### config.mk
export PLATFORM = sky130hd
export DESIGN_NAME = eeprom_client
export DESIGN_NICKNAME = d
export VERILOG_FILES = /design/src/design/eeprom_pkg.sv /design/src/design/eeprom_client.sv
export SDC_FILE = /design/constraint.sdc
export NUM_CORES = 2
export LEC_CHECK = 0
export BUFFER_PORTS_ARGS = -buffer_cell sky130_fd_sc_hd__buf_2
export CORE_MARGIN = 2
export CORE_UTILIZATION = 55
export DETAILED_ROUTE_END_ITERATION = 16
export PLACE_DENSITY = 0.78
export SLEW_MARGIN = 10
export SYNTH_ARGS = -nofsm -noshare
export SYNTH_HDL_FRONTEND = slang
export SYNTH_SLANG_ARGS = --single-unit
### constraint.sdc
create_clock -name clk -period 5.6 [get_ports clk]
set_input_delay 0.56 -clock clk [delete_from_list [all_inputs] [get_ports clk]]
set_output_delay 0.56 -clock clk [all_outputs]
set_load 0.005 [all_outputs]
### src/design/eeprom_pkg.sv
// constants shared by the two-wire serial eeprom client
// assumes a 100 MHz system clock and a host that drives the serial clock
`default_nettype none
package eeprom_pkg;

  // ------------------------------------------------------------
  // bus framing
  // ------------------------------------------------------------
  localparam logic [3:0]  CTRL_CODE     = 4'ha;      // device-type pattern 1010
  localparam logic [3:0]  BITS_PER_BYTE = 4'h8;      // data bits before the ack slot

  // ------------------------------------------------------------
  // array layout
  // ------------------------------------------------------------
  localparam int          ARRAY_BYTES   = 256;       // 2 kbit array
  localparam logic [7:0]  PROT_BASE     = 8'h80;     // start of write-protected half
  localparam logic [7:0]  ID48_BASE     = 8'hfa;     // first byte of 48-bit identifier
  localparam logic [7:0]  ID64_BASE     = 8'hf8;     // first byte of 64-bit identifier
  localparam logic [7:0]  ARRAY_LAST    = 8'hff;     // last array location
  localparam logic [7:0]  FILL_LOW      = 8'h00;     // reset value of the user half
  localparam logic [7:0]  FILL_HIGH     = 8'hff;     // unused protected locations
  localparam logic [15:0] ENCAP_WORD    = 16'hfffe;  // marks an encapsulated 48-bit id
  localparam logic [15:0] RESV_WORD     = 16'hffff;  // also reserved for encapsulation

  // ------------------------------------------------------------
  // timing
  // ------------------------------------------------------------
  localparam int          CLK_PERIOD_NS = 10;        // 100 MHz system clock
  localparam int          WRITE_TIME_NS = 5000000;   // internal write cycle length
  localparam int          WRITE_CYCLES  = WRITE_TIME_NS / CLK_PERIOD_NS;
  localparam int          BUSY_W        = 20;        // width of write-cycle counter

  // ------------------------------------------------------------
  // transfer states
  // ------------------------------------------------------------
  typedef enum logic [2:0] {
    sIdle,     // waiting for a start
    sCtrl,     // receiving control byte
    sAddr,     // receiving word address
    sWdata,    // receiving write data
    sRdata,    // shifting out read data
    sMack      // sampling the host ack
  } xfer_state_t;

endpackage

`default_nettype wire

### src/design/eeprom_client.sv
// two-wire serial eeprom client: read paths, ack polling and node identifier
// assumes scl and sda arrive asynchronously from pins; sda is open drain
// and the testbench resolves the wire from sdaOe alone, sdaOut left open
`timescale 1ns/10ps
`default_nettype none

module eeprom_client
  import eeprom_pkg::*;
#(
  parameter int          WRITE_CYC = WRITE_CYCLES,  // shorten for simulation
  parameter bit          ID_IS_64  = 1'b0,          // identifier variant
  parameter logic [23:0] ID_PREFIX = 24'h5a5a5a,    // arbitrary value
  parameter logic [39:0] ID_EXT    = 40'h0102030405 // arbitrary value
)(
  // clock and reset
  input  wire logic clk,
  input  wire logic resetn,
  // serial pins
  input  wire logic scl,
  input  wire logic sdaIn,
  output var  logic sdaOut,
  output var  logic sdaOe,
  // status
  output var  logic writeBusy
);

  // ------------------------------------------------------------
  // identifier helpers
  // ------------------------------------------------------------

  // extension with the reserved leading words steered away
  // reserved lead words never shipped
  function automatic logic [39:0] safeExt(input logic [39:0] ext);
    logic [39:0] fixedExt;
    fixedExt = ext;
    if (ext[39:24] == ENCAP_WORD || ext[39:24] == RESV_WORD) begin
      fixedExt[32] = 1'b0;
    end
    return fixedExt;
  endfunction

  // reset content of one array location
  function automatic logic [7:0] memInit(input int idx);
    logic [63:0] idBits;
    logic [7:0]  firstId;
    int          offs;
    idBits  = ID_IS_64 ? {ID_PREFIX, safeExt(ID_EXT)} : {16'h0000, ID_PREFIX, ID_EXT[23:0]};
    firstId = ID_IS_64 ? ID64_BASE : ID48_BASE;
    offs    = int'(ARRAY_LAST) - idx;
    if (idx >= int'(firstId)) begin
      return idBits[offs*8 +: 8];
    end else if (idx >= int'(PROT_BASE)) begin
      return FILL_HIGH;
    end
    return FILL_LOW;
  endfunction

  // ------------------------------------------------------------
  // declarations
  // ------------------------------------------------------------
  logic              sclMeta, sclS, sclP;   // scl synchroniser and history
  logic              sdaMeta, sdaS, sdaP;   // sda synchroniser and history
  logic              sclRise, sclFall;      // scl edges
  logic              startSeen, stopSeen;   // bus conditions
  xfer_state_t       state;                 // transfer state
  logic [3:0]        bitCnt;                // bits of the current byte
  logic              ackOn;                 // in the ack slot we drive
  logic [7:0]        rxShift;               // incoming byte
  logic [7:0]        txByte;                // outgoing byte
  logic [7:0]        ptr;                   // internal address pointer
  logic              wrote;                 // data byte taken this frame
  logic              hostAck;               // host acked the last byte
  logic [BUSY_W-1:0] busyCnt;               // write-cycle timer
  logic              memWe;                 // array write strobe
  logic [7:0]        memAddr;               // array write location
  logic [7:0]        memData;               // array write data
  logic [7:0]        mem [ARRAY_BYTES];     // storage array
  logic              ctrlMatch;             // control byte addresses us

  // ------------------------------------------------------------
  // pin synchronisers and condition detect
  // ------------------------------------------------------------

  // two flops on each pin, then one of history
  always_ff @(posedge clk or negedge resetn) begin
    if (!resetn) begin
      sclMeta <= 1'b1;
      sclS    <= 1'b1;
      sclP    <= 1'b1;
      sdaMeta <= 1'b1;
      sdaS    <= 1'b1;
      sdaP    <= 1'b1;
    end else begin
      sclMeta <= scl;
      sclS    <= sclMeta;
      sclP    <= sclS;
      sdaMeta <= sdaIn;
      sdaS    <= sdaMeta;
      sdaP    <= sdaS;
    end
  end

  assign sclRise   = sclS & ~sclP;
  assign sclFall   = ~sclS & sclP;
  // sda moving while scl stays high
  assign startSeen = sclS & sclP & sdaP & ~sdaS;
  assign stopSeen  = sclS & sclP & ~sdaP & sdaS;
  assign ctrlMatch = (rxShift[7:4] == CTRL_CODE);

  // ------------------------------------------------------------
  // write-cycle timer
  // ------------------------------------------------------------

  // runs after a stop that closed a write with data
  always_ff @(posedge clk or negedge resetn) begin
    if (!resetn) begin
      busyCnt   <= '0;
      writeBusy <= 1'b0;
    end else if (stopSeen && wrote) begin
      busyCnt   <= BUSY_W'(WRITE_CYC - 1);
      writeBusy <= 1'b1;
    end else if (busyCnt != '0) begin
      busyCnt <= busyCnt - 1'b1;
    end else begin
      writeBusy <= 1'b0;
    end
  end

  // ------------------------------------------------------------
  // storage array
  // ------------------------------------------------------------

  // one flop row per location, reset to the factory image
  // identifier preloaded in upper half
  generate
    for (genvar i = 0; i < ARRAY_BYTES; i++) begin : g_row
      always_ff @(posedge clk or negedge resetn) begin
        if (!resetn) begin
          mem[i] <= memInit(i);
        end else if (memWe && memAddr == 8'(i)) begin
          mem[i] <= memData;
        end
      end
    end
  endgenerate

  // ------------------------------------------------------------
  // byte engine
  // ------------------------------------------------------------

  // start, stop, bit counting, ack slots and pointer
  always_ff @(posedge clk or negedge resetn) begin
    if (!resetn) begin
      state   <= sIdle;
      bitCnt  <= 4'h0;
      ackOn   <= 1'b0;
      rxShift <= 8'h00;
      txByte  <= 8'h00;
      ptr     <= 8'h00;
      wrote   <= 1'b0;
      hostAck <= 1'b0;
      sdaOe   <= 1'b0;
      sdaOut  <= 1'b0;
      memWe   <= 1'b0;
      memAddr <= 8'h00;
      memData <= 8'h00;
    end else begin
      memWe  <= 1'b0;
      sdaOut <= 1'b0;
      if (startSeen) begin
        // repeated start keeps bytes already stored and the wrote flag, pointer kept
        state  <= sCtrl;
        bitCnt <= 4'h0;
        ackOn  <= 1'b0;
        sdaOe  <= 1'b0;
      end else if (stopSeen) begin
        // frame over, line released
        state  <= sIdle;
        ackOn  <= 1'b0;
        sdaOe  <= 1'b0;
        wrote  <= 1'b0;
      end else begin
        unique case (state)
          sIdle: begin
            sdaOe <= 1'b0;
          end
          sCtrl, sAddr, sWdata: begin
            if (sclRise && bitCnt < BITS_PER_BYTE) begin
              // shift in on the rising edge
              rxShift <= {rxShift[6:0], sdaS};
              bitCnt  <= bitCnt + 4'h1;
            end else if (sclFall && bitCnt == BITS_PER_BYTE && !ackOn) begin
              // ack slot opens
              if (state == sCtrl) begin
                if (ctrlMatch && !writeBusy) begin
                  ackOn <= 1'b1;
                  sdaOe <= 1'b1;
                  state <= rxShift[0] ? sRdata : sAddr;
                end else begin
                  state <= sIdle;
                end
              end else if (state == sAddr) begin
                // word address goes to the pointer
                ackOn <= 1'b1;
                sdaOe <= 1'b1;
                ptr   <= rxShift;
                state <= sWdata;
              end else begin
                // data byte: store below the protected half
                ackOn <= 1'b1;
                sdaOe <= 1'b1;
                wrote <= 1'b1;
                memWe   <= (ptr < PROT_BASE);
                memAddr <= ptr;
                memData <= rxShift;
                ptr <= ptr + 8'h01;
              end
            end else if (sclFall && ackOn) begin
              // ack slot closes
              ackOn  <= 1'b0;
              sdaOe  <= 1'b0;
              bitCnt <= 4'h0;
            end
          end
          sRdata: begin
            if (sclFall && ackOn) begin
              // first byte after ack of the read control
              // byte at the pointer, then pointer plus one
              ackOn  <= 1'b0;
              txByte <= mem[ptr];
              sdaOe  <= ~mem[ptr][7];
              ptr    <= ptr + 8'h01;
              bitCnt <= 4'h0;
            end else if (sclRise) begin
              bitCnt <= bitCnt + 4'h1;
            end else if (sclFall && bitCnt < BITS_PER_BYTE) begin
              // next bit, msb first; low bit pulls the line
              sdaOe <= ~txByte[3'(4'h7 - bitCnt)];
            end else if (sclFall) begin
              // release for the host ack
              sdaOe <= 1'b0;
              state <= sMack;
            end
          end
          sMack: begin
            if (sclRise) begin
              hostAck <= ~sdaS;
            end else if (sclFall && hostAck) begin
              // host ack: stream the next byte
              txByte  <= mem[ptr];
              sdaOe   <= ~mem[ptr][7];
              ptr     <= ptr + 8'h01;
              bitCnt  <= 4'h0;
              hostAck <= 1'b0;
              state   <= sRdata;
            end else if (sclFall) begin
              // nack: back to idle, off the line until the next start
              sdaOe <= 1'b0;
              state <= sIdle;
            end
          end
          default: begin
            state <= sIdle;
          end
        endcase
      end
    end
  end

endmodule

`default_nettype wire

After elaboration in Yosys (flattened, before gate mapping)

Index checks and enable logic that the tools add are counted.

Add/sub/neg operators: 4
Reductions and logical operators: 289
Eq/ne operators: 291
Multiplexer cells: 82
$lt $le $gt $ge: 4
Bitwise gates (word level): 19

Operators with widths:

| kind                                                                 | number |
|---|---|
| 8-bit == test, second input constant                                 | 128 |
| 8-bit by 7-bit == test with 1-bit output, second input constant      | 64 |
| 1-bit logical AND                                                    | 264 |
| 8-bit by 6-bit == test with 1-bit output, second input constant      | 32 |
| 8-bit by 5-bit == test with 1-bit output, second input constant      | 16 |
| 8-bit two-way mux                                                    | 12 |
| 8-bit binary-select mux with 8-bit select                            | 1 |
| 8-bit by 4-bit == test with 1-bit output, second input constant      | 8 |
| 3-bit two-way mux                                                    | 15 |
| 20-bit two-way mux                                                   | 2 |
| 4-bit inequality test, second input constant                         | 10 |
| 1-bit two-way mux                                                    | 36 |
| 4-bit two-way mux                                                    | 9 |
| 8-bit by 3-bit == test with 1-bit output, second input constant      | 4 |
| 8-bit one-hot mux with 3 select lines                                | 1 |
| 2-bit inequality test, second input constant                         | 11 |
| 5-bit inequality test, second input constant                         | 4 |
| 20-bit nonzero test                                                  | 1 |
| 20-bit by 1-bit subtractor with 20-bit output, second input constant | 1 |
| 6-bit AND reduction                                                  | 3 |
| 8-bit by 2-bit == test with 1-bit output, second input constant      | 2 |
| 8-bit one-hot mux with 2 select lines                                | 1 |
| 7-bit AND reduction                                                  | 2 |
| 3-bit one-hot mux with 4 select lines                                | 1 |
| other kinds (33)                                                     | 61 |

Bits of input ports: 4
Output and inout port bits: 3
Register bits: 2127

Longest topological paths before layout

Depth in word-level cells: 10
Depth in mapped cells: 14
Gate-level depth less buffers: 9

Worst setup path before layout

No wires, ideal clock.

Path type: register -> register
Start: reg ptr[0]
End: reg txByte[4]
Data arrival time: 2595 ps
Period minus slack after synthesis: 2735 ps
Setup slack: 2865 ps
Data required time: 5460 ps
Library setup time: 140 ps
Cell stages (with the launch flop): 13
Cells stage by stage: dfrtp_1 > buf_6 > buf_6 > buf_4 > buf_4 > buf_2 > mux2i_1 > a22oi_1 > a32oi_1 > o21ai_0 > mux4_2 > mux2i_1 > a31oi_1

Longest elaborated chain between the ends: 7
Elaborated cells between the ends (all ways): 8

RTL lines:

| element                                                    | RTL line                                   | text |
|---|---|---|
| from (decl)                                                | eeprom_client.sv:70                        | `logic [7:0] ptr;` |
| from (signal assigned)                                     | eeprom_client.sv:206                       | `ptr <= rxShift;` |
| from (signal assigned)                                     | eeprom_client.sv:216                       | `ptr <= ptr + 8'h01;` |
| from (signal assigned)                                     | eeprom_client.sv:232                       | `ptr <= ptr + 8'h01;` |
| 8-bit inverter with 9-bit output (not written as such) (*) | eeprom_client.sv:230, eeprom_client.sv:250 |  |
| 8-bit binary-select mux with 8-bit select (*)              | eeprom_client.sv:230, eeprom_client.sv:250 |  |
| 8-bit two-way mux (not written as such) (*) (2 in series)  | eeprom_client.sv:230, eeprom_client.sv:250 |  |
| 8-bit two-way mux                                          | eeprom_client.sv:248                       | `end else if (sclFall && hostAck) begin` |
| 8-bit two-way mux                                          | eeprom_client.sv:246                       | `if (sclRise) begin` |
| 8-bit one-hot mux with 2 select lines (*)                  | eeprom_client.sv:183                       | `unique case (state)` |
| to (signal assigned)                                       | eeprom_client.sv:230                       | `txByte <= mem[ptr];` |
| to (signal assigned)                                       | eeprom_client.sv:250                       | `txByte <= mem[ptr];` |
| to (decl)                                                  | eeprom_client.sv:69                        | `logic [7:0] txByte;` |

Every way passes the cells marked *; elsewhere a longest branch is shown, timed or not. The select of a mux whose other input is x is not followed.
A chain may end at the register's enable or synchronous reset.

Worst setup path in the final report

Ends and elaborated chain as after synthesis.

==> results.cfg <==
[worst_setup_path]
endpoint = txByte[4]$_DFFE_PN0P_
critPathCaptureType = flop
required_ns = 6.31
rr_startpoint = ptr[0]$_DFFE_PN0P_
reg2reg_depth = 6
worstSetupPathType = reg2reg
cp-start-kind = flop
crit_start = ptr[0]$_DFFE_PN0P_
worst_path_largest_cell_delay_ns = 1.12
cp.depth = 6
crit_fanout = 34
reg2reg_to = txByte[4]$_DFFE_PN0P_
crit_buf_inv = 1
crit_top_cell = mux4_2
cp_top_family = multiplexers
rrSetupSlack_ns = 1.28
worstPathArrival_ns = 5.03
path_cells = buf_4 > mux4_2 > mux4_2 > mux4_2 > mux2i_1 > a31oi_1
slowest_stage = dfrtp_4

[synthesis]
synth_cell_types = 67
synth.cell_area_sq_um = 98100
synthFlopType = dfrtp_1
synth_cells = 6124
synth_fp_nets = 6131
async_flop_share = 1.00
synth_edf_count = 0
yosysWarnings = 0
ys_seq_area_frac = 0.555
avgSynthCellArea_sq_um = 16.0
synth-seq-cells = 2127

[power_and_ir_drop]
p_sw_frac = 0.215
p_per_area_nw_per_um2 = 282
clkPwrFrac = 0.480
leakage_nw = 46.3
vdd_ir_drop_max_mv = 0.257
p_comb_frac = 0.012
internal-power_w = 0.0238
power_switching_w = 0.00654
pwr-share-seq = 0.508

[routing]
detail_route.wl_per_cell_um = 29.7
wirelength_mm = 254
drtPass1Iterations = 9
ant_nets = 0
drt-vias-per-instance = 6.54
drtIter0Drc = 5484
routed-via-count = 56018
drc = 0

[cts]
post-cts-setup-buffers = 0
tritoncts = built
ctsResizeCount = 0
cts_max_path_buffers = 3
cts_hold_buf = 3
cts_sinks = 2127
clock-root-buffer = clkbuf_16
htreeDepth = 4
clkTransAtPathRegs_ns = 0.07
cts_buffers = 212
clock_latency_ns = 0.87

[layout]
mostFrequentLayoutCells = 2078 x mux2_2, 1114 x dfrtp_1, 999 x dfstp_2
drive_above_1_share = 0.672
instances_no_fill = 8566
n_fill_cell = 12714
multi_input_area_sq_um = 41600
ff_latch_area_sq_um = 54500
final_common_cell = mux2_2
layout.nets = 6030
syn_to_final_growth_pct = 9.88

[place]
placed_cells = 8160
dp_hpwl_mm = 156
place.gp.congestion = 0.916
io_buffers = 5

[timing]
fin_setup_tns_ns = 0
setup-violations-final = 0
maxSlewHeadroom = 0.141
clock.fmax_ghz = 0.231
period_needed_ns = 4.32
slew_violations = 0
tightestPinTransition_ns = 1.28
skew_ns = 0.0341
hold_viol_final = 0
grt_setup_unrepaired = no
min_period_over_period = 0.771

[grt]
grt_pass1_vias = 59059
grt_pass1_wl_mm = 389
grt_use_total = 0.285
grt_antenna_before_repair = 7
grt_max_degree = 258
overflow = 0

[floorplanning]
start_util = 0.552
dieHeight_um = 426
die_area_sq_um = 182000
core_area_sq_um = 178000
die_x_um = 426
rows = 155
ioPinCount = 7

[worst_hold_path]
hold_class = in2async

[job]
drv_cap = 0

[status]
status = complete, no violations
==> power groups by stage <==
| stage | Clock (W) | Combinational (W) | Sequential, W |
|---|---|---|---|
| after global placement | 0 | 0.000356 | 0.0157 |
| after detailed placement | 0 | 0.000366 | 0.0157 |
| after global routing | 0.0154 | 0.000413 | 0.0154 |
| after floorplan | 0 | 0.0000231 | 0.0157 |
| final | 0.0146 | 0.000352 | 0.0154 |
| after CTS | 0.0148 | 0.000370 | 0.0154 |
==> worst min path at each step <==
stage,endpoint,depth (start not counted),from,slack (ns)
floorplan,ackOn$_DFFE_PN0P_,0,resetn,0.26
global placement,sdaS$_DFF_PN1_,0,sdaMeta$_DFF_PN1_,0.35
detailed placement,sdaS$_DFF_PN1_,0,sdaMeta$_DFF_PN1_,0.35
CTS,sclMeta$_DFF_PN1_,2,scl,0.33
global route,sclMeta$_DFF_PN1_,2,scl,0.33
finish,mem[1413]$_DFFE_PN0P_,2,resetn,0.29
==> area by class of cell <==
class | instances | share of cell area
sequential | 2127 | 0.506
inverter | 8 | 0.000360
timing repair buffer | 135 | 0.0142
multi-input combinational | 3539 | 0.386
clock buffer | 320 | 0.0575
clock inverter | 79 | 0.00909
antenna | 3 | 0.0000696
tap | 2355 | 0.0273
==> through the flow <==
stage                     hold slack, ns  worst slack (ns)  instance area [sq um]  power (W)   util
after global placement             0.349              1.35                 101000     0.0160  0.566
after global routing               0.333              1.12                 108000     0.0313  0.606
final                              0.291              1.28                 108000     0.0304  0.606
after floorplan                    0.264              2.87                  98100     0.0157      -
after CTS                          0.325              1.31                 108000     0.0306  0.606
after detailed placement           0.350              1.34                 101000     0.0161  0.566
==> Yosys cell counts (21+ instances only) <==
| cell | number | area [sq um] |
|---|---|---|
| a21oi_1 | 43 | 215 |
| a22oi_1 | 36 | 270 |
| buf_1 | 21 | 78.8 |
| buf_2 | 52 | 260 |
| buf_4 | 43 | 323 |
| clkbuf_1 | 316 | 1190 |
| dfrtp_1 | 1128 | 28200 |
| dfstp_2 | 999 | 26200 |
| mux2_2 | 2078 | 23400 |
| mux2i_1 | 81 | 811 |
| mux4_2 | 591 | 13300 |
| nand2_1 | 147 | 552 |
| nand2b_1 | 23 | 144 |
| nand3_1 | 32 | 160 |
| nor2_1 | 255 | 957 |
| nor2b_1 | 22 | 138 |
| nor3_1 | 24 | 120 |
| o21ai_0 | 37 | 185 |
==> sequential cells by signal, summed over array words and instances, names as in the netlist <==
signal and flops:
ackOn 1, bitCnt 4, busyCnt 20, hostAck 1, mem 2048, memAddr 8, memData 8, memWe 1
ptr 8, rxShift 8, sclMeta 1, sclP 1, sclS 1, sdaMeta 1, sdaOe 1, sdaP 1
sdaS 1, state 3, txByte 8, writeBusy 1, wrote 1
==> cells by family after synthesis <==
group	synth area share
multiplexers	0.382
flip-flops	0.555
AND/OR/NAND/NOR	0.0244
buffers and inverters	0.0213
AO/OA/AOI/OAI	0.0150
XOR/XNOR	0.00134
adder cells (fa/ha/maj)	0.000383
other	0.0000382
==> layer usage <==
layer	up-vias	global-route usage	share of wire
met5	-	0	0.00034
li1	22713	-	-
met3	602	0.0723	0.082
met4	12	0.119	0.046
met2	2074	0.431	0.46
met1	30617	0.394	0.41
(Power assumes the default switching activity.)
